**src/core/fpc_pkg.sv**
```systemverilog
// Shared constants and types for the fetch, PC, stack and ALU core.
// Assumes an 11-bit program space of 16-bit words and an 8-bit data space.
package fpc_pkg;

    // ------------------------------------------------------------------
    // Widths and types
    // ------------------------------------------------------------------
    localparam int PC_W   = 11;
    localparam int INST_W = 16;
    localparam int DATA_W = 8;

    typedef logic [PC_W-1:0]   fpc_pc_t;
    typedef logic [INST_W-1:0] fpc_inst_t;
    typedef logic [DATA_W-1:0] fpc_byte_t;

    // ------------------------------------------------------------------
    // Reset values
    // ------------------------------------------------------------------
    localparam fpc_pc_t   PC_RESET     = 11'h000;
    localparam fpc_byte_t STATUS_RESET = 8'h00;
    localparam fpc_byte_t BYTE_RESET   = 8'h00;

    // ------------------------------------------------------------------
    // Internal register addresses in data space
    // ------------------------------------------------------------------
    localparam fpc_byte_t ADDR_IND    = 8'h00;  // Indirect through the pointer
    localparam fpc_byte_t ADDR_MPTR   = 8'h01;
    localparam fpc_byte_t ADDR_PCL    = 8'h02;  // pc_low_byte
    localparam fpc_byte_t ADDR_STATUS = 8'h03;
    localparam fpc_byte_t ADDR_SYSCTL = 8'h04;

    // ------------------------------------------------------------------
    // Field positions
    // ------------------------------------------------------------------
    localparam int ST_C      = 0;
    localparam int ST_AC     = 1;
    localparam int ST_Z      = 2;
    localparam int ST_OV     = 3;
    localparam int ST_EMI    = 4;
    localparam int CTL_SLOW  = 0;
    localparam int IR_DEST   = 10;  // 1: result to memory, 0: to accumulator
    localparam int IR_ALU    = 15;  // Top opcode bit marks an ALU operation

    // ------------------------------------------------------------------
    // Enumerations
    // ------------------------------------------------------------------
    typedef enum logic [1:0] {
        PH_T1 = 2'b00,
        PH_T2 = 2'b01,
        PH_T3 = 2'b10,
        PH_T4 = 2'b11
    } fpc_phase_t;

    typedef enum logic [3:0] {
        ALU_ADD = 4'h0, ALU_ADC = 4'h1, ALU_SUB = 4'h2, ALU_SBC = 4'h3,
        ALU_AND = 4'h4, ALU_OR  = 4'h5, ALU_XOR = 4'h6, ALU_CPL = 4'h7,
        ALU_RR  = 4'h8, ALU_RRC = 4'h9, ALU_RL  = 4'hA, ALU_RLC = 4'hB,
        ALU_INC = 4'hC, ALU_DEC = 4'hD, ALU_DAA = 4'hE, ALU_PASS = 4'hF
    } fpc_alu_op_t;

    typedef enum logic [4:0] {
        OP_NOP   = 5'h00, OP_MOVMA = 5'h02, OP_SZ   = 5'h03,
        OP_SNZ   = 5'h04, OP_SIZ   = 5'h05, OP_SDZ  = 5'h06,
        OP_RET   = 5'h07, OP_RETURN_FROM_INTERRUPT  = 5'h08, OP_JMP  = 5'h09,
        OP_CALL  = 5'h0A, OP_MOVAK = 5'h0B
    } fpc_op_t;

endpackage

```
**src/core/fpc_alu_if.sv**
```systemverilog
// Operand, result and flag bundle between the core and its ALU.
// Assumes a purely combinational ALU on the alu side.
`timescale 1ns/1ps
interface fpc_alu_if;
    import fpc_pkg::*;
    fpc_alu_op_t op;
    fpc_byte_t   a;
    fpc_byte_t   b;
    logic        c_in;
    logic        ac_in;
    logic        ov_in;
    fpc_byte_t   y;
    logic        c_out;
    logic        ac_out;
    logic        ov_out;
    logic        z;

    modport core (output op, a, b, c_in, ac_in, ov_in, input y, c_out, ac_out, ov_out, z);
    modport alu  (input op, a, b, c_in, ac_in, ov_in, output y, c_out, ac_out, ov_out, z);
endinterface

```
**src/core/fpc_alu.sv**
```systemverilog
// Eight-bit ALU: arithmetic, logic, rotate, increment and decimal adjust.
// Assumes operand a is the accumulator and b the addressed data operand.
`timescale 1ns/1ps
module fpc_alu (
    fpc_alu_if.alu bus  // Operands in, result and flags out
);
    import fpc_pkg::*;

    logic [8:0] sum;
    logic [4:0] lo;
    logic [7:0] bx;
    logic       ci;
    logic [8:0] adj;

    // Shared adder; subtract is add of the inverse, carry set means no borrow
    always_comb begin
        bx  = (bus.op == ALU_SUB || bus.op == ALU_SBC) ? ~bus.b : bus.b;
        ci  = (bus.op == ALU_SUB) ? 1'b1 : ((bus.op == ALU_ADD) ? 1'b0 : bus.c_in);
        sum = {1'b0, bus.a} + {1'b0, bx} + {8'h00, ci};
        lo  = {1'b0, bus.a[3:0]} + {1'b0, bx[3:0]} + {4'h0, ci};
        adj = {1'b0, bus.a};
        if (bus.a[3:0] > 4'h9 || bus.ac_in) begin
            adj = adj + 9'h006;
        end
        if (adj[7:4] > 4'h9 || bus.c_in || adj[8]) begin
            adj = adj + 9'h060;
        end
        bus.c_out  = bus.c_in;
        bus.ac_out = bus.ac_in;
        bus.ov_out = bus.ov_in;
        unique case (bus.op)
            ALU_ADD, ALU_ADC, ALU_SUB, ALU_SBC: begin
                bus.y      = sum[7:0];
                bus.c_out  = sum[8];
                bus.ac_out = lo[4];
                bus.ov_out = (bus.a[7] == bx[7]) && (sum[7] != bus.a[7]);
            end
            ALU_AND: bus.y = bus.a & bus.b;
            ALU_OR:  bus.y = bus.a | bus.b;
            ALU_XOR: bus.y = bus.a ^ bus.b;
            ALU_CPL: bus.y = ~bus.b;
            ALU_RR:  bus.y = {bus.b[0], bus.b[7:1]};
            ALU_RRC: begin
                bus.y     = {bus.c_in, bus.b[7:1]};
                bus.c_out = bus.b[0];
            end
            ALU_RL:  bus.y = {bus.b[6:0], bus.b[7]};
            ALU_RLC: begin
                bus.y     = {bus.b[6:0], bus.c_in};
                bus.c_out = bus.b[7];
            end
            ALU_INC: bus.y = bus.b + 8'h01;
            ALU_DEC: bus.y = bus.b - 8'h01;
            ALU_DAA: begin
                bus.y     = adj[7:0];
                bus.c_out = adj[8] | bus.c_in;
            end
            ALU_PASS: bus.y = bus.b;
        endcase
        bus.z = (bus.y == 8'h00);
    end

endmodule

```
**src/core/fpc_core.sv**
```systemverilog
// Instruction sequencer: four-phase timing, two-stage fetch/execute pipe,
// 11-bit program counter, hidden return stack, ALU and internal registers.
// Assumes program and data memories answer a read strobe one cycle later.
//
// Functional notes
// - Four phases form one instruction cycle
// - PC advances at first phase with fetch
// - Fetch overlaps execute, one per cycle
// - Jumps and calls flush, cost one cycle
// - Taken skip discards prefetch, runs dummy cycle
// - PC is 3 high bits plus low byte
// - PC increments unless a transfer happens
// - Only PC low byte is software visible
// - Low byte write jumps within 256-word page
// - Low byte branch inserts one dummy cycle
// - Jump, call, interrupt, reset load target
// - Stack holds PCs, hidden from software
// - Call or interrupt acknowledge pushes return PC
// - Return pops stack into PC
// - Reset leaves stack empty
// - Full stack holds interrupt until return
// - Call on full stack overwrites oldest
// - Eight-bit ALU writes result, updates flags
// - ALU add, sub, logic, rotate, inc, DAA
// - Phase clock selectable fast or slow
// - Operands via accumulator; direct and indirect
`timescale 1ns/1ps
module fpc_core #(
    parameter int               STACK_DEPTH = 8,       // Return stack levels
    parameter fpc_pkg::fpc_pc_t INT_VECTOR  = 11'h004  // Interrupt entry
) (
    input  wire logic               mclk,          // System clock
    input  wire logic               reset,         // Synchronous, active high
    input  wire logic               slow_tick,     // Slow RC oscillator tick
    output logic                    fast_osc_sel,  // High: fast RC drives phases
    output fpc_pkg::fpc_phase_t     clock_phases,  // Current phase
    output fpc_pkg::fpc_pc_t        pm_addr,       // Program memory address
    output logic                    pm_rd,         // Program read strobe
    input  wire fpc_pkg::fpc_inst_t pm_data,       // Word, cycle after strobe
    output fpc_pkg::fpc_byte_t      dm_addr,       // Data memory address
    output fpc_pkg::fpc_byte_t      dm_wdata,      // Data memory write data
    output logic                    dm_wr,         // Data write strobe
    output logic                    dm_rd,         // Data read strobe
    input  wire fpc_pkg::fpc_byte_t dm_rdata,      // Byte, cycle after strobe
    input  wire logic               irq_req,       // Enabled request pending
    output logic                    irq_ack,       // Acknowledge pulse
    output logic                    stack_full     // Stack at full depth
);
    import fpc_pkg::*;

    localparam int SPW = (STACK_DEPTH > 1) ? $clog2(STACK_DEPTH) : 1;

    fpc_phase_t        phase;
    fpc_pc_t           pc, fetch_pc, ir_pc, ret_pc, stk_top, push_val;
    fpc_inst_t         ir, fetch_buf;
    fpc_byte_t         acc, mptr, opnd, ea, ea_q, int_val, wdata, status;
    fpc_pc_t           stk [STACK_DEPTH];
    logic [SPW-1:0]    wp, wp_inc, wp_dec;
    logic [SPW:0]      count;
    fpc_op_t           op;
    logic              step, slow_sel, ir_valid, pm_rd_q, dm_rd_q;
    logic              is_alu, dest_mem, is_sxz, exec, wr_res, ea_int, ea_int_q;
    logic              skip_now, pcl_jump, call, unconditional_branch, ret, flush_br, int_take;
    logic              flush, push, pop;

    fpc_alu_if alu_bus();

    fpc_alu u_alu (
        .bus (alu_bus)
    );

    // ------------------------------------------------------------------
    // Phase generator
    // ------------------------------------------------------------------
    // Slow mode only advances on ticks of the slow oscillator
    assign step         = slow_sel ? slow_tick : 1'b1;
    assign fast_osc_sel = ~slow_sel;
    assign clock_phases = phase;

    always_ff @(posedge mclk) begin
        if (reset) begin
            phase <= PH_T1;
        end else if (step) begin
            unique case (phase)
                PH_T1: phase <= PH_T2;
                PH_T2: phase <= PH_T3;
                PH_T3: phase <= PH_T4;
                PH_T4: phase <= PH_T1;
            endcase
        end
    end

    // ------------------------------------------------------------------
    // Decode of the executing instruction
    // ------------------------------------------------------------------
    assign op       = fpc_op_t'(ir[15:11]);
    assign is_alu   = ir[IR_ALU];
    assign dest_mem = ir[IR_DEST];
    assign is_sxz   = !is_alu && (op == OP_SIZ || op == OP_SDZ);
    assign exec     = step && phase == PH_T4 && ir_valid;
    assign wr_res   = (is_alu || is_sxz) ? dest_mem : (op == OP_MOVMA);
    assign ret_pc   = ir_pc + 11'h001;
    // Indirect access goes through the memory pointer
    assign ea       = (ir[7:0] == ADDR_IND) ? mptr : ir[7:0];
    assign ea_int   = (ea <= ADDR_SYSCTL);
    assign wdata    = (!is_alu && op == OP_MOVMA) ? acc : alu_bus.y;

    // Control transfers, each evaluated only in the execute phase
    assign call     = exec && !is_alu && op == OP_CALL;
    assign unconditional_branch      = exec && !is_alu && op == OP_JMP;
    assign ret      = exec && !is_alu && (op == OP_RET || op == OP_RETURN_FROM_INTERRUPT);
    assign pcl_jump = exec && wr_res && ea_int_q && ea_q == ADDR_PCL;
    assign skip_now = exec && !is_alu && ((op == OP_SZ && alu_bus.z) ||
                      (op == OP_SNZ && !alu_bus.z) || (is_sxz && alu_bus.z));
    assign flush_br = call || unconditional_branch || ret || pcl_jump || skip_now;
    // Interrupts wait for a boundary that does not itself redirect the PC
    assign int_take = step && phase == PH_T4 && irq_req && status[ST_EMI]
                      && !stack_full && !flush_br;
    assign flush    = flush_br || int_take;

    // ------------------------------------------------------------------
    // ALU hookup
    // ------------------------------------------------------------------
    assign alu_bus.op    = is_alu ? fpc_alu_op_t'(ir[14:11]) :
                           (!is_sxz ? ALU_PASS : (op == OP_SIZ ? ALU_INC : ALU_DEC));
    assign alu_bus.a     = acc;
    assign alu_bus.b     = opnd;
    assign alu_bus.c_in  = status[ST_C];
    assign alu_bus.ac_in = status[ST_AC];
    assign alu_bus.ov_in = status[ST_OV];

    // ------------------------------------------------------------------
    // Program counter
    // ------------------------------------------------------------------
    // Only one transfer source can be active per execute phase
    always_ff @(posedge mclk) begin
        if (reset) begin
            pc <= PC_RESET;
        end else if (call || unconditional_branch) begin
            pc <= ir[10:0];
        end else if (int_take) begin
            pc <= INT_VECTOR;
        end else if (ret) begin
            pc <= stk_top;
        end else if (pcl_jump) begin
            pc <= {pc[10:8], wdata};
        end else if (step && phase == PH_T1) begin
            pc <= pc + 11'h001;
        end
    end

    // ------------------------------------------------------------------
    // Fetch stage
    // ------------------------------------------------------------------
    // Next word is fetched while the current one executes
    always_ff @(posedge mclk) begin
        if (reset) begin
            pm_addr   <= PC_RESET;
            fetch_pc  <= PC_RESET;
            pm_rd     <= 1'b0;
            pm_rd_q   <= 1'b0;
            fetch_buf <= '0;
        end else begin
            pm_rd   <= step && phase == PH_T1;
            pm_rd_q <= pm_rd;
            if (step && phase == PH_T1) begin
                pm_addr  <= pc;
                fetch_pc <= pc;
            end
            if (pm_rd_q) begin
                fetch_buf <= pm_data;
            end
        end
    end

    // Word moves into execute at the cycle boundary; a flush voids it
    always_ff @(posedge mclk) begin
        if (reset) begin
            ir       <= '0;
            ir_pc    <= PC_RESET;
            ir_valid <= 1'b0;
        end else if (step && phase == PH_T4) begin
            ir       <= fetch_buf;
            ir_pc    <= fetch_pc;
            ir_valid <= !flush;
        end
    end

    // ------------------------------------------------------------------
    // Operand read and result write
    // ------------------------------------------------------------------
    // Internal registers; the PC high bits are never readable here
    always_comb begin
        unique case (ea_q)
            ADDR_MPTR:   int_val = mptr;
            ADDR_PCL:    int_val = ret_pc[7:0];
            ADDR_STATUS: int_val = status;
            ADDR_SYSCTL: int_val = {7'h00, slow_sel};
            default:     int_val = BYTE_RESET;
        endcase
    end

    always_ff @(posedge mclk) begin
        if (reset) begin
            dm_addr  <= BYTE_RESET;
            dm_wdata <= BYTE_RESET;
            dm_rd    <= 1'b0;
            dm_wr    <= 1'b0;
            dm_rd_q  <= 1'b0;
            ea_q     <= BYTE_RESET;
            ea_int_q <= 1'b0;
            opnd     <= BYTE_RESET;
        end else begin
            dm_rd   <= step && phase == PH_T1 && ir_valid && !ea_int;
            dm_rd_q <= dm_rd;
            dm_wr   <= exec && wr_res && !ea_int_q;
            if (step && phase == PH_T1) begin
                dm_addr  <= ea;
                ea_q     <= ea;
                ea_int_q <= ea_int;
            end
            if (exec) begin
                dm_wdata <= wdata;
            end
            if (dm_rd_q) begin
                opnd <= dm_rdata;
            end else if (step && phase == PH_T3 && ea_int_q) begin
                opnd <= int_val;
            end
        end
    end

    // ------------------------------------------------------------------
    // Accumulator, pointer, control and status
    // ------------------------------------------------------------------
    always_ff @(posedge mclk) begin
        if (reset) begin
            acc <= BYTE_RESET;
        end else if (exec && !is_alu && op == OP_MOVAK) begin
            acc <= ir[7:0];
        end else if (exec && (is_alu || is_sxz) && !dest_mem) begin
            acc <= alu_bus.y;
        end
    end

    always_ff @(posedge mclk) begin
        if (reset) begin
            mptr     <= BYTE_RESET;
            slow_sel <= 1'b0;
        end else if (exec && wr_res && ea_int_q) begin
            if (ea_q == ADDR_MPTR) begin
                mptr <= wdata;
            end
            if (ea_q == ADDR_SYSCTL) begin
                slow_sel <= wdata[CTL_SLOW];
            end
        end
    end

    // A direct write to status wins over the ALU's own flag update
    always_ff @(posedge mclk) begin
        if (reset) begin
            status <= STATUS_RESET;
        end else begin
            if (exec && wr_res && ea_int_q && ea_q == ADDR_STATUS) begin
                status <= wdata;
            end else if (exec && (is_alu || is_sxz)) begin
                status[ST_C]  <= alu_bus.c_out;
                status[ST_AC] <= alu_bus.ac_out;
                status[ST_Z]  <= alu_bus.z;
                status[ST_OV] <= alu_bus.ov_out;
            end else if (exec && op == OP_SZ) begin
                status[ST_Z] <= alu_bus.z;
            end
            if (int_take) begin
                status[ST_EMI] <= 1'b0;
            end else if (ret && op == OP_RETURN_FROM_INTERRUPT) begin
                status[ST_EMI] <= 1'b1;
            end
        end
    end

    always_ff @(posedge mclk) begin
        if (reset) begin
            irq_ack <= 1'b0;
        end else begin
            irq_ack <= int_take;
        end
    end

    // ------------------------------------------------------------------
    // Return stack
    // ------------------------------------------------------------------
    // Circular store: a push when full overwrites the oldest entry
    assign push       = call || int_take;
    assign pop        = ret;
    assign push_val   = call ? ret_pc : fetch_pc;
    assign wp_inc     = (wp == SPW'(STACK_DEPTH - 1)) ? '0 : wp + 1'b1;
    assign wp_dec     = (wp == '0) ? SPW'(STACK_DEPTH - 1) : wp - 1'b1;
    assign stk_top    = stk[wp_dec];
    assign stack_full = (count == (SPW + 1)'(STACK_DEPTH));

    always_ff @(posedge mclk) begin
        if (reset) begin
            wp    <= '0;
            count <= '0;
        end else if (push) begin
            wp <= wp_inc;
            if (!stack_full) begin
                count <= count + 1'b1;
            end
        end else if (pop && count != '0) begin
            wp    <= wp_dec;
            count <= count - 1'b1;
        end
    end

    always_ff @(posedge mclk) begin
        if (push) begin
            stk[wp] <= push_val;
        end
    end

    // ------------------------------------------------------------------
    // Checks
    // ------------------------------------------------------------------
    a_phase_wrap:
    assert property (@(posedge mclk) disable iff (reset) (step && phase == PH_T4) |=> phase == PH_T1)
        else $error("phase did not wrap to T1");
    a_phase_hold:
    assert property (@(posedge mclk) disable iff (reset) !step |=> $stable(phase))
        else $error("phase moved without a step");
    a_pc_fetch:
    assert property (@(posedge mclk) disable iff (reset)
        (step && phase == PH_T1 && !$past(reset)) |=> pm_rd && pm_addr == $past(pc) && pc == $past(pc) + 11'h001)
        else $error("fetch did not advance the pc");
    a_fetch_capture:
    assert property (@(posedge mclk) disable iff (reset) pm_rd |=> pm_rd_q ##1 fetch_buf == $past(pm_data))
        else $error("fetched word not captured");
    a_branch_flush:
    assert property (@(posedge mclk) disable iff (reset) (call || unconditional_branch) |=> pc == $past(ir[10:0]) && !ir_valid)
        else $error("branch did not load target and flush");
    a_skip_dummy:
    assert property (@(posedge mclk) disable iff (reset) skip_now |=> !ir_valid)
        else $error("taken skip left prefetch valid");
    a_pcl_page:
    assert property (@(posedge mclk) disable iff (reset)
        pcl_jump |=> pc[10:8] == $past(pc[10:8]) && pc[7:0] == $past(wdata) && !ir_valid)
        else $error("low byte jump left page or missed dummy");
    a_stack_empty:
    assert property (@(posedge mclk) reset |=> count == '0 && !stack_full)
        else $error("stack not empty after reset");
    a_irq_hold:
    assert property (@(posedge mclk) disable iff (reset) stack_full |=> !irq_ack)
        else $error("interrupt taken on full stack");
    a_irq_vector:
    assert property (@(posedge mclk) disable iff (reset)
        int_take |=> irq_ack && pc == INT_VECTOR && !ir_valid && stk_top == $past(fetch_pc))
        else $error("interrupt did not push and vector");
    a_ret_restore:
    assert property (@(posedge mclk) disable iff (reset) ret |=> pc == $past(stk_top) && !ir_valid)
        else $error("return did not restore pc");
    a_call_overflow:
    assert property (@(posedge mclk) disable iff (reset) (call && stack_full) |=> stack_full && wp == $past(wp_inc))
        else $error("call on full stack misbehaved");

endmodule

```
**config.mk**
```make
export PLATFORM = sky130hd
export DESIGN_NAME = fpc_core
export DESIGN_NICKNAME = d
export VERILOG_FILES = /design/src/core/fpc_pkg.sv /design/src/core/fpc_alu_if.sv /design/src/core/fpc_alu.sv /design/src/core/fpc_core.sv
export SDC_FILE = /design/constraint.sdc
export NUM_CORES = 1
export LEC_CHECK = 0
export ABC_AREA = 1
export ABC_CLOCK_PERIOD_IN_PS = 13170
export BUFFER_PORTS_ARGS = -buffer_cell sky130_fd_sc_hd__buf_2
export CAP_MARGIN = 20
export CORE_ASPECT_RATIO = 1.5
export CORE_MARGIN = 2
export CORE_UTILIZATION = 53
export CTS_BUF_LIST = sky130_fd_sc_hd__clkbuf_8 sky130_fd_sc_hd__clkbuf_16
export DETAILED_ROUTE_END_ITERATION = 10
export PLACE_DENSITY = 0.71
export SLEW_MARGIN = 20
export SYNTH_ARGS = -nofsm -noshare
export SYNTH_HDL_FRONTEND = slang
export SYNTH_SLANG_ARGS = --single-unit
```
**constraint.sdc**
```tcl
create_clock -name mclk -period 13.17 [get_ports mclk]
set_input_delay 0.6585 -clock mclk [delete_from_list [all_inputs] [get_ports mclk]]
set_output_delay 0.6585 -clock mclk [all_outputs]
set_load 0.1 [all_outputs]
```
==> run metrics, run 1 <==
run status completed; final WL about 38000 microns; Clock Skews between 0.02 and 0.03 ns; final setup violation count 0; synthesized area roughly 12000 sq um; Slew headroom between 15 and 20%; Main synth FF type dfxtp_1; Pwr Total about 2.0 mW; hold buffers post-CTS 0; EDFF count, synth a little under 90; synthesis-to-layout area growth 10.5%; Final nets roughly 1600; Worst Max-Slew Pin Slew between 1 and 1.5 ns; largest fanout on the critical path 13; Hold Path Class in2reg; post-DR wirelength/cell a little over 20 microns; DR vias/cell a little under 6; HPWL after detailed placement a little under 30000 microns; worst path cell trace nand2_2, inv_2, nand3_1, xor2_1, fa_1, inv_1, fa_1, nand3b_1, nand2_1, nand2_1, nand2_1, a21oi_1, xor2_1, nor2_1, a21oi_2, nor2_1, nand3_1, nand2_1, nand3_2, nand3_4, nand2_4, nand2_1, nor2_1; post-layout min period approximately 5.4 ns; syn avg cell area approximately 7.8 sq um; hold path startpoint pm_data[13]; worst r2r src ir[15]; Synth Net Count around 1600; r2r endpoint stk[0][6]; CP bufs+invs 2; top post-synthesis cells by area edfxtp_1, dfxtp_1, nand2_1, o21ai_0, nor2_1; crit-path max cell delay around 0.75 ns; Worst Reg-to-Reg Cells 23; max_cap viols 0; Core ar. 22100 sq um; Sink Count around 220; Num CTS Buffers 21; die height ~190 microns; Peak VDD IR roughly 0.14 mV; Synth Warn # 0; vias in the first global route approximately 10000; post-synthesis sequential area ratio approximately 44%; P_leak between 5 and 6 nW; CP dominant cell by count nand2_1; CP max-delay cell nor2_1; setup slack, reg-to-reg slightly below 8 ns; Yosys top cell area share about 22%; I/O pin cnt 63; critical path class reg2reg; Hold Path End fetch_buf[13]; Syn Inst Count between 1500 and 2000; Async SR Flop Fraction 0%; drt pass-1 iters 6; grt total ovfl 0; Skew-Pair Late Insertion Delay 0.52 ns; Port Buffer Count 62; largest net degree at the start of global routing 86; FMAX around 180 MHz; Die Wd roughly 130 microns; Die ar. 23600 sq um; Critical Path RT between 10 and 15 ns; first-pass GRT wire length between 50000 and 60000 microns; H-Tree Depth 1; Sum Neg Setup Slack 0 ns; Placer Congestion ~1; setup repair bufs after CTS 0; CTS tree yes; FF+latch count, synth 219; fin. max-slew vios 0; gr usage total about a third; initial antenna violation count 0; pwr dens roughly 160 nW/um^2; fin crit share about two fifths; Clock transition at path regs approximately 0.060 ns; num rows between 60 and 70; clk root buf clkbuf_16; clk buf depth 3; Hold Fails Final Rpt 0; Critical Path End Type register; Gates resized, CTS repair 0; fraction of layout instances using a drive strength above 1 between 10% and 20%; Hold Path Stages 3; post-synthesis cell type count 58; Initial DRC Count approximately 810; WP data arrival between 5 and 6 ns; Startpoint Class register; diode count 0; RSZ-0062 raised after global routing no; delay-heaviest family, CP simple AND/OR/NAND/NOR gates; number of routed nets with antenna violations 0; via count 10900; area leader, netlist edfxtp_1; DRC Markers 0; Initial Util 53.5%
sequential cells by signal, indices dropped and copies added, names as in the netlist, 2 cells and up:
signal,flops
acc,8
alu_bus.b,8
clock_phases,2
count,4
dm_wdata,8
ea_q,8
fetch_buf,16
fetch_pc,11
ir,16
ir_pc,11
mptr,8
pc,11
status,8
stk,88
wp,3
area by class of cell:
type,instances,area [sq um]
Tap cell,276,345
Multi-Input combinational cell,1057,5660
Fill cell,2070,9040
Sequential cell,219,5270
Timing Repair Buffer,74,400
Clock buffer,25,592
Inverter,186,698
Clock inverter,13,126
stage by stage:
step / util, % / hold WS [ns] / setup slack [ns] / cells / instance area, sq um
5_1_grt: 59.1 / 0.385 / 7.32 / 1850 / 13100
6_report: 59.1 / 0.366 / 7.74 / 1850 / 13100
3_3_place_gp: 55.9 / 0.428 / 7.95 / 1812 / 12400
4_1_cts: 59.1 / 0.362 / 7.78 / 1850 / 13100
3_5_place_dp: 55.9 / 0.427 / 7.78 / 1812 / 12400
2_1_floorplan: - / 0.426 / 8.76 / 1514 / 11800
cell usage in the layout (no fill, tap or decap), types with 4 or more instances in the layout:
master / count
ha_1: 43
nor4_1: 6
o221ai_1: 10
a221oi_1: 13
dfxtp_1: 131
o21ai_1: 10
o22ai_1: 4
inv_2: 17
nand2_4: 4
a31oi_1: 25
nand3_2: 7
nor3_1: 16
nand2_2: 10
nor2_1: 168
edfxtp_1: 88
buf_2: 62
a22oi_1: 4
o21ai_0: 129
o21bai_1: 5
clkbuf_16: 22
nand3b_1: 5
nand4_1: 14
nand2_1: 302
xor2_1: 28
o211ai_1: 12
inv_1: 169
nand3_1: 71
buf_4: 12
a21oi_1: 115
nor2_2: 11
worst register-to-register path, stage by stage, from the launching register on:
cell	delay (ns)
dfxtp_1	0.63
nand2_2	0.19
inv_2	0.26
nand3_1	0.43
xor2_1	0.31
fa_1	0.45
inv_1	0.08
fa_1	0.19
nand3b_1	0.11
nand2_1	0.08
nand2_1	0.09
nand2_1	0.06
a21oi_1	0.20
xor2_1	0.17
nor2_1	0.06
a21oi_2	0.14
nor2_1	0.07
nand3_1	0.10
nand2_1	0.08
nand3_2	0.10
nand3_4	0.17
nand2_4	0.17
nand2_1	0.15
nor2_1	0.75
layer usage:
metal	GRT usage [%]	part of all wire (%)	vias to the layer above	routed length, microns
met5	0	0	-	0
li1	-	-	5199	-
met2	59.0	53	423	20400
met4	21.3	7.5	0	2880
met3	3.06	4.6	140	1770
met1	32.7	35	5156	13300
worst max-delay path by stage:
stage,startpoint,to,slack [ns],cells after the start
finish,ir[15],stk[0][6],7.74,23
global placement,ir[15],stk[0][1],7.95,23
detailed placement,ir[15],stk[0][6],7.78,23
floorplan,ir[15],stk[0][0],8.76,25
CTS,ir[15],stk[0][1],7.78,23
global route,ir[15],stk[0][0],7.32,23
cells by family after synthesis:
| kind of cell | after synthesis | synth area share (%) |
|---|---|---|
| AND/OR/NAND/NOR | 624 | 22.8 |
| AO/OA/AOI/OAI | 356 | 17.6 |
| buffers and inverters | 238 | 7.75 |
| flip-flops | 219 | 44.5 |
| adder cells (fa/ha/maj) | 46 | 5.05 |
| XOR/XNOR | 31 | 2.29 |
cell usage after synthesis (all sizes together) (4+ instances only):
master	n
dfxtp	131
edfxtp	88
o211ai	12
buf	7
inv	183
a31oi	25
xor2	28
nand4	14
nand3	79
o22ai	4
clkbuf	45
a21oi	118
nand3b	5
nor4	6
a211oi	4
nor3	18
nand2	316
nor2	182
a22oi	4
o221ai	10
a221oi	14
o21ai	143
ha	43
o21bai	5
power by group:
group / total (mW) / switching (mW) / internal (mW)
combinational: 0.562 / 0.438 / 0.124
clock: 0.625 / 0.263 / 0.361
sequential: 0.852 / 0.0669 / 0.785
total: 2.04 / 0.768 / 1.27
Power figures use the tool's default switching activity.
==> inputs of run 2 (changes only) <==
--- a/config.mk
+++ b/config.mk
@@ -5,8 +5,8 @@
 export SDC_FILE = /design/constraint.sdc
 export NUM_CORES = 1
 export LEC_CHECK = 0
-export ABC_AREA = 1
-export ABC_CLOCK_PERIOD_IN_PS = 13170
+export ABC_AREA = 0
+export ABC_CLOCK_PERIOD_IN_PS = 4900
 export BUFFER_PORTS_ARGS = -buffer_cell sky130_fd_sc_hd__buf_2
 export CAP_MARGIN = 20
 export CORE_ASPECT_RATIO = 1.5
@@ -14,7 +14,7 @@
 export CORE_UTILIZATION = 53
 export CTS_BUF_LIST = sky130_fd_sc_hd__clkbuf_8 sky130_fd_sc_hd__clkbuf_16
 export DETAILED_ROUTE_END_ITERATION = 10
-export PLACE_DENSITY = 0.71
+export PLACE_DENSITY = 0.73
 export SLEW_MARGIN = 20
 export SYNTH_ARGS = -nofsm -noshare
 export SYNTH_HDL_FRONTEND = slang
==> constraint.sdc (replaced) <==
create_clock -name mclk -period 4.9 [get_ports mclk]
set_input_delay 0.245 -clock mclk [delete_from_list [all_inputs] [get_ports mclk]]
set_output_delay 0.245 -clock mclk [all_outputs]
set_load 0.1 [all_outputs]
==> run 2 against run 1 <==
Effect of this change: setup slack worse by 7.5 ns; non-clock buffer count up 85; routed wire length down 0.68%; clock power rose to 2.5 times the previous value; sequential power up 140%; maximum frequency up 15%; power up 120%; flip-flop and latch count unchanged; register-to-register slack worse by 7.5 ns; largest cell class unchanged; combinational power up 35%; first-iteration DRC count up 4.3%; worst hold slack worse by 0.35 ns.
==> run metrics, run 2 <==
final worst setup slack around 0.19 ns; Synth Warn # 0; first-pass GRT wire length approximately 58000 microns; GRT met3 Usage 3.31%; DRC Markers 0; P_leak approximately 5.3 nW; crit-path max cell delay 0.35 ns; vias in the first global route approximately 10000; Slew headroom a little under a quarter; Clock transition at path regs approximately 0.070 ns; Initial DRC Count 849; Hold Path Class in2reg; Clock Skews roughly 0.014 ns; FF+latch count, synth 219; post-layout min period 4.71 ns; FMAX around 210 MHz; biggest regs stk x88, fetch_buf x16, ir x16; number of routed nets with antenna violations 0; via count about 10000; Final nets approximately 1500; DR vias/cell approximately 6.2; synthesized area 11900 sq um; delay-heaviest family, CP compound AO/OA/AOI/OAI gates; pwr dens around 310 nW/um^2; critical path class reg2reg; Num CTS Buffers 20; CP bufs+invs 5; Syn Inst Count 1283; largest net degree at the start of global routing 65; Hold Fails Final Rpt 0; Die ar. between 20000 and 25000 sq um; Critical Path End Type register; Placer Congestion 1.06; CP max-delay cell o32a_1; final WL around 38000 microns; top-count cell post-synth nand2_1; die height roughly 190 microns; diode count 0; grt total ovfl 0; Startpoint Class register; final setup violation count 0; worst path cell trace buf_4, nand2b_4, o31ai_4, nand2_1, inv_2, buf_4, ha_4, nor2b_2, o31a_1, o22ai_2, xor2_1, nor2_2, o32a_1, buf_4, nor4_4, buf_4, a2111oi_4, a21oi_4, ha_4, o21a_1, o32a_1, mux2_1; EDFF count, synth between 80 and 90; Pwr Total 4.39 mW; Core ar. ~22000 sq um; Top Usage Layer GRT met2; WP data arrival 5.10 ns; Port Buffer Count 62; Worst Max-Slew Pin Slew 1.13 ns; most frequent cells after synthesis nand2_1, dfxtp_1, nor2_1; max FFs per register between 80 and 90; fraction of layout instances using a drive strength above 1 about 18%; clk buf depth 3; area leader, netlist edfxtp_1; Sum Neg Setup Slack 0 ns; fin crit share between 90 and 100%; most frequent cells in the layout nand2_1, dfxtp_1, nor2_1, a21oi_1, edfxtp_1; DP Area 13000 sq um; synthesis-to-layout area growth 17.6%; drt pass-1 iters 5; max_cap viols 0; Synth Net Count ~1400; I/O pin cnt 63; CP dominant cell by count buf_4; HPWL after detailed placement ~28000 microns; Async SR Flop Fraction 0%; gr usage total 31.3%; Skew-Pair Late Insertion Delay 0.50 ns; Non-Filler Instances 1678; num rows 67; syn avg cell area 9.28 sq um; Die Wd about 130 microns; CTS tree yes; post-DR wirelength/cell ~23 microns; run status completed; Yosys top cell area share between 20% and 30%; Critical Path RT approximately 5.3 ns; Main synth FF type dfxtp_1; top post-synthesis cells by area edfxtp_1, dfxtp_1, mux2i_1, nand2_1, a21oi_1; post-route cell area between 10000 and 15000 sq um; largest fanout on the critical path 8; Peak VDD IR ~0.35 mV; # fillers between 1500 and 2000; Initial Util between 50 and 60%; met1 Use GR between 30% and 40%; fin. max-slew vios 0; Placement Setup Slack between 0.03 and 0.04 ns; met2 Track Usage GR 55.6%; Top reg by flops stk; clk root buf clkbuf_16; Sink Count 219; post-synthesis sequential area ratio about 44%; initial antenna violation count 0; H-Tree Depth 1; placed cell count approximately 1600; most common cell after layout, fill and taps aside nand2_1; post-synthesis cell type count 79
run 2: changes by cell type after synthesis, moves of 13 or more:
cell and change:
nand3_1 -49, nor2_1 -42, a211oi_1 +20, nand2_1 -138
inv_1 -127, o21ai_0 -67, inv_2 -15, a31oi_1 -13
xnor2_1 +23, mux2i_1 +87, a22oi_1 +16
run 2: repair_timing:
item	in CTS	in global routing
hold endpoints to repair	14	0
hold buffers	14	0
setup endpoints to repair	16	94
resized for setup	3	35
pin swaps	0	11
setup buffers	0	6
run 2: stage by stage:
step,utilization [%],hold slack (ns)
2_1_floorplan,-,0.388
3_3_place_gp,58.3,0.439
3_5_place_dp,58.3,0.438
4_1_cts,62.0,0.00759
5_1_grt,63.0,0.0154
6_report,63.0,0.0120
run 2: logic make-up (layout without fill, tap and decap cells):
family | count (synthesis) | after routing | share of synthesized area, %
AOI/OAI and AO/OA | 329 | 329 | 17.5
xor gates and xnor gates | 45 | 45 | 3.31
adders and majority gates | 46 | 46 | 5.02
buffers and inverters | 118 | 237 | 3.90
DFF | 219 | 219 | 44.2
muxes | 105 | 105 | 10.1
and+or+nand+nor | 421 | 421 | 15.9
run 2: power by group:
part	total [mW]	switching (mW)	internal [mW]	leakage [nW]
clock network	1.57	0.670	0.902	0.351
logic	0.759	0.563	0.196	2.94
registers	2.06	0.0945	1.96	1.97
total	4.39	1.33	3.06	5.26
run 2: final cells by class:
type / instances / area, sq um / share of cell area, %
multi-input cells: 946 / 6450 / 46.1
well taps: 276 / 345 / 2.47
clock inverters: 10 / 71.3 / 0.509
inverters: 42 / 158 / 1.13
repair buffers: 159 / 1110 / 7.92
clock buffers: 26 / 606 / 4.32
flip-flops and latches: 219 / 5270 / 37.6
run 2: path summary, 6_finish.rpt:
check	startpoint	end	slack [ns]	cells after the start
max	ir[14]	count[3]	0.19	22
min	dm_rdata[2]	alu_bus.b[2]	0.01	3
max reg2reg	ir[14]	count[3]	0.19	22
min reg2reg	fetch_buf[1]	ir[1]	0.46	2
run 2: tightest hold or removal path, cell delays in order:
cell     delay [ns]
buf_2          0.10
a21oi_1        0.06
nor2_1         0.07
run 2: layer usage:
metal	vias to the layer above	wire, microns
met4	0	3410
met2	470	19600
met5	-	0
li1	4862	-
met3	186	1940
met1	4947	13200
==> inputs of run 3 (changes only) <==
--- a/config.mk
+++ b/config.mk
@@ -12,7 +12,6 @@
 export CORE_ASPECT_RATIO = 1.5
 export CORE_MARGIN = 2
 export CORE_UTILIZATION = 53
-export CTS_BUF_LIST = sky130_fd_sc_hd__clkbuf_8 sky130_fd_sc_hd__clkbuf_16
 export DETAILED_ROUTE_END_ITERATION = 10
 export PLACE_DENSITY = 0.73
 export SLEW_MARGIN = 20
==> run 3 against run 2 <==
Effect of this change: clock-buffer cell count is 3 higher; clock power hardly changed; sequential power hardly changed; largest power group unchanged; highest routed layer unchanged; via count is 0.17% higher; critical path type unchanged; die area stayed put.
==> run metrics, run 3 (synthesized netlist as in run 2, its figures left out) <==
sw frac approximately 30%; fraction of layout instances using a drive strength above 1 17.9%; HPWL after detailed placement roughly 28000 microns; CP dominant cell by count buf_4; pwr dens 314 nW/um^2; critical path class reg2reg; Placer Congestion 1.06; num rows between 60 and 70; Int Pwr 3.07 mW; Worst Max-Slew Pin Slew around 1.1 ns; Port Buffer Count 62; Clock transition at path regs about 0.070 ns; vias in the first global route 10300; Worst Hold Slack 0.0121 ns; via count roughly 10000; Final nets 1462; largest fanout on the critical path 8; Non-Filler Instances roughly 1700; sequential cell fraction of total power between 40% and 50%; DR vias/cell 6.25; Hold Path Class in2reg; max FFs per register 88; P_sw approximately 1.3 mW; FMAX roughly 210 MHz; clk root buf clkbuf_16; max_cap viols 0; Sum Neg Setup Slack 0 ns; I/O pin cnt 63; delay-heaviest family, CP compound AO/OA/AOI/OAI gates; grt total ovfl 0; Critical Path End Type register; Die Wd about 130 microns; CP bufs+invs 5; Top reg by flops stk; drt pass-1 iters 6; Critical Path RT between 5 and 6 ns; Die ar. approximately 24000 sq um; final setup violation count 0; WP data arrival slightly above 5 ns; setup slack, reg-to-reg 0.19 ns; final WL between 30000 and 40000 microns; die height about 190 microns; Initial DRC Count 864; placed cell count 1622; fin. max-slew vios 0; worst path cell trace buf_4, nand2b_4, o31ai_4, nand2_1, inv_2, buf_4, ha_4, nor2b_2, o31a_1, o22ai_2, xor2_1, nor2_2, o32a_1, buf_4, nor4_4, buf_4, a2111oi_4, a21oi_4, ha_4, o21a_1, o32a_1, mux2_1; Initial Util 53.6%; first-pass GRT wire length 57500 microns; H-Tree Depth 1; combinational power share roughly 17%; Clk pwr share a little over a third; clk buf depth 3; number of routed nets with antenna violations 0; Num CTS Buffers 20; Sink Count between 200 and 250; run status completed; P_leak 5.25 nW; Core ar. ~22000 sq um; crit-path max cell delay 0.35 ns; post-layout min period around 4.7 ns; diode count 0; Slew headroom a little under a quarter; initial antenna violation count 0; DP Area ~13000 sq um; largest net degree at the start of global routing 65; CP max-delay cell o32a_1; most common cell after layout, fill and taps aside nand2_1; post-DR wirelength/cell around 23 microns; DRC Markers 0; gr usage total roughly 31%; Hold Fails Final Rpt 0; Skew-Pair Late Insertion Delay about 0.5 ns; Peak VDD IR between 0.3 and 0.4 mV; Startpoint Class register; Clock Skews 0.0149 ns; fin crit share a little over nine tenths; synthesis-to-layout area growth 17.6%; biggest regs stk x88, fetch_buf x16, ir x16; post-route cell area about 14000 sq um; CTS tree yes; most frequent cells in the layout nand2_1, dfxtp_1, nor2_1, a21oi_1, edfxtp_1
==> run 3: cell types whose count changed in the layout (fill, tap and decap cells not counted) <==
cell	before	now
clkbuf_1	0	2
clkbuf_2	0	1
inv_1	42	39
==> run 3: worst register-to-register path: cells and delay by family (launching register included) <==
kind | cells | cell delay [ns]
AOI/OAI and AO/OA | 8 | 1.76
xor gates and xnor gates | 1 | 0.24
adders and majority gates | 2 | 0.45
buffers and inverters | 5 | 0.73
DFF | 1 | 0.31
muxes | 1 | 0.30
and+or+nand+nor | 5 | 0.81
==> run 3: timing repair <==
action	CTS	global route
hold endpoints to repair	14	0
endpoints found under the setup margin	16	94
buffers inserted	0	6
pin swaps	0	11
hold buffers	14	0
gates resized for setup	3	35
==> run 3: power groups by stage <==
| stage | combinational (mW) | clock (mW) | sequential (mW) |
|---|---|---|---|
| after CTS | 0.746 | 1.60 | 2.05 |
| final | 0.760 | 1.58 | 2.05 |
| after floorplan | 0.341 | 0 | 2.28 |
| after global placement | 0.728 | 0 | 2.09 |
| after global routing | 0.808 | 1.67 | 2.06 |
| after detailed placement | 0.736 | 0 | 2.09 |
==> run 3: layer usage <==
layer	wire [microns]	GRT usage (%)	vias up
li1	-	-	4863
met1	13100	33.6	4948
met2	19600	55.6	493
met3	2040	3.31	179
met4	3480	23.4	0
met5	0	0	-
==> run 3: final cells by class <==
class | count | area [sq um]
flip-flops and latches | 219 | 5270
repair buffers | 159 | 1110
inverters | 42 | 158
fillers | 1830 | 8210
multi-input cells | 946 | 6450
clock buffers | 29 | 618
clock inverters | 7 | 60.1
well taps | 276 | 345
==> run 3: path summary, 6_finish.rpt <==
path / cells after the start / start / end
setup reg to reg: 22 / ir[14] / count[3]
hold reg to reg: 2 / fetch_buf[12] / ir[12]
setup / recovery: 22 / ir[14] / count[3]
hold / removal: 3 / pm_data[3] / fetch_buf[3]
==> run 3: stage by stage <==
| step | util (%) | power [mW] | worst slack [ns] |
|---|---|---|---|
| finish | 63.0 | 4.40 | 0.186 |
| global route | 63.0 | 4.54 | -0.0218 |
| CTS | 62.0 | 4.40 | 0.0211 |
| detailed placement | 58.3 | 2.83 | 0.0306 |
| global placement | 58.3 | 2.82 | 0.0641 |
| floorplan | - | 2.62 | -0.107 |
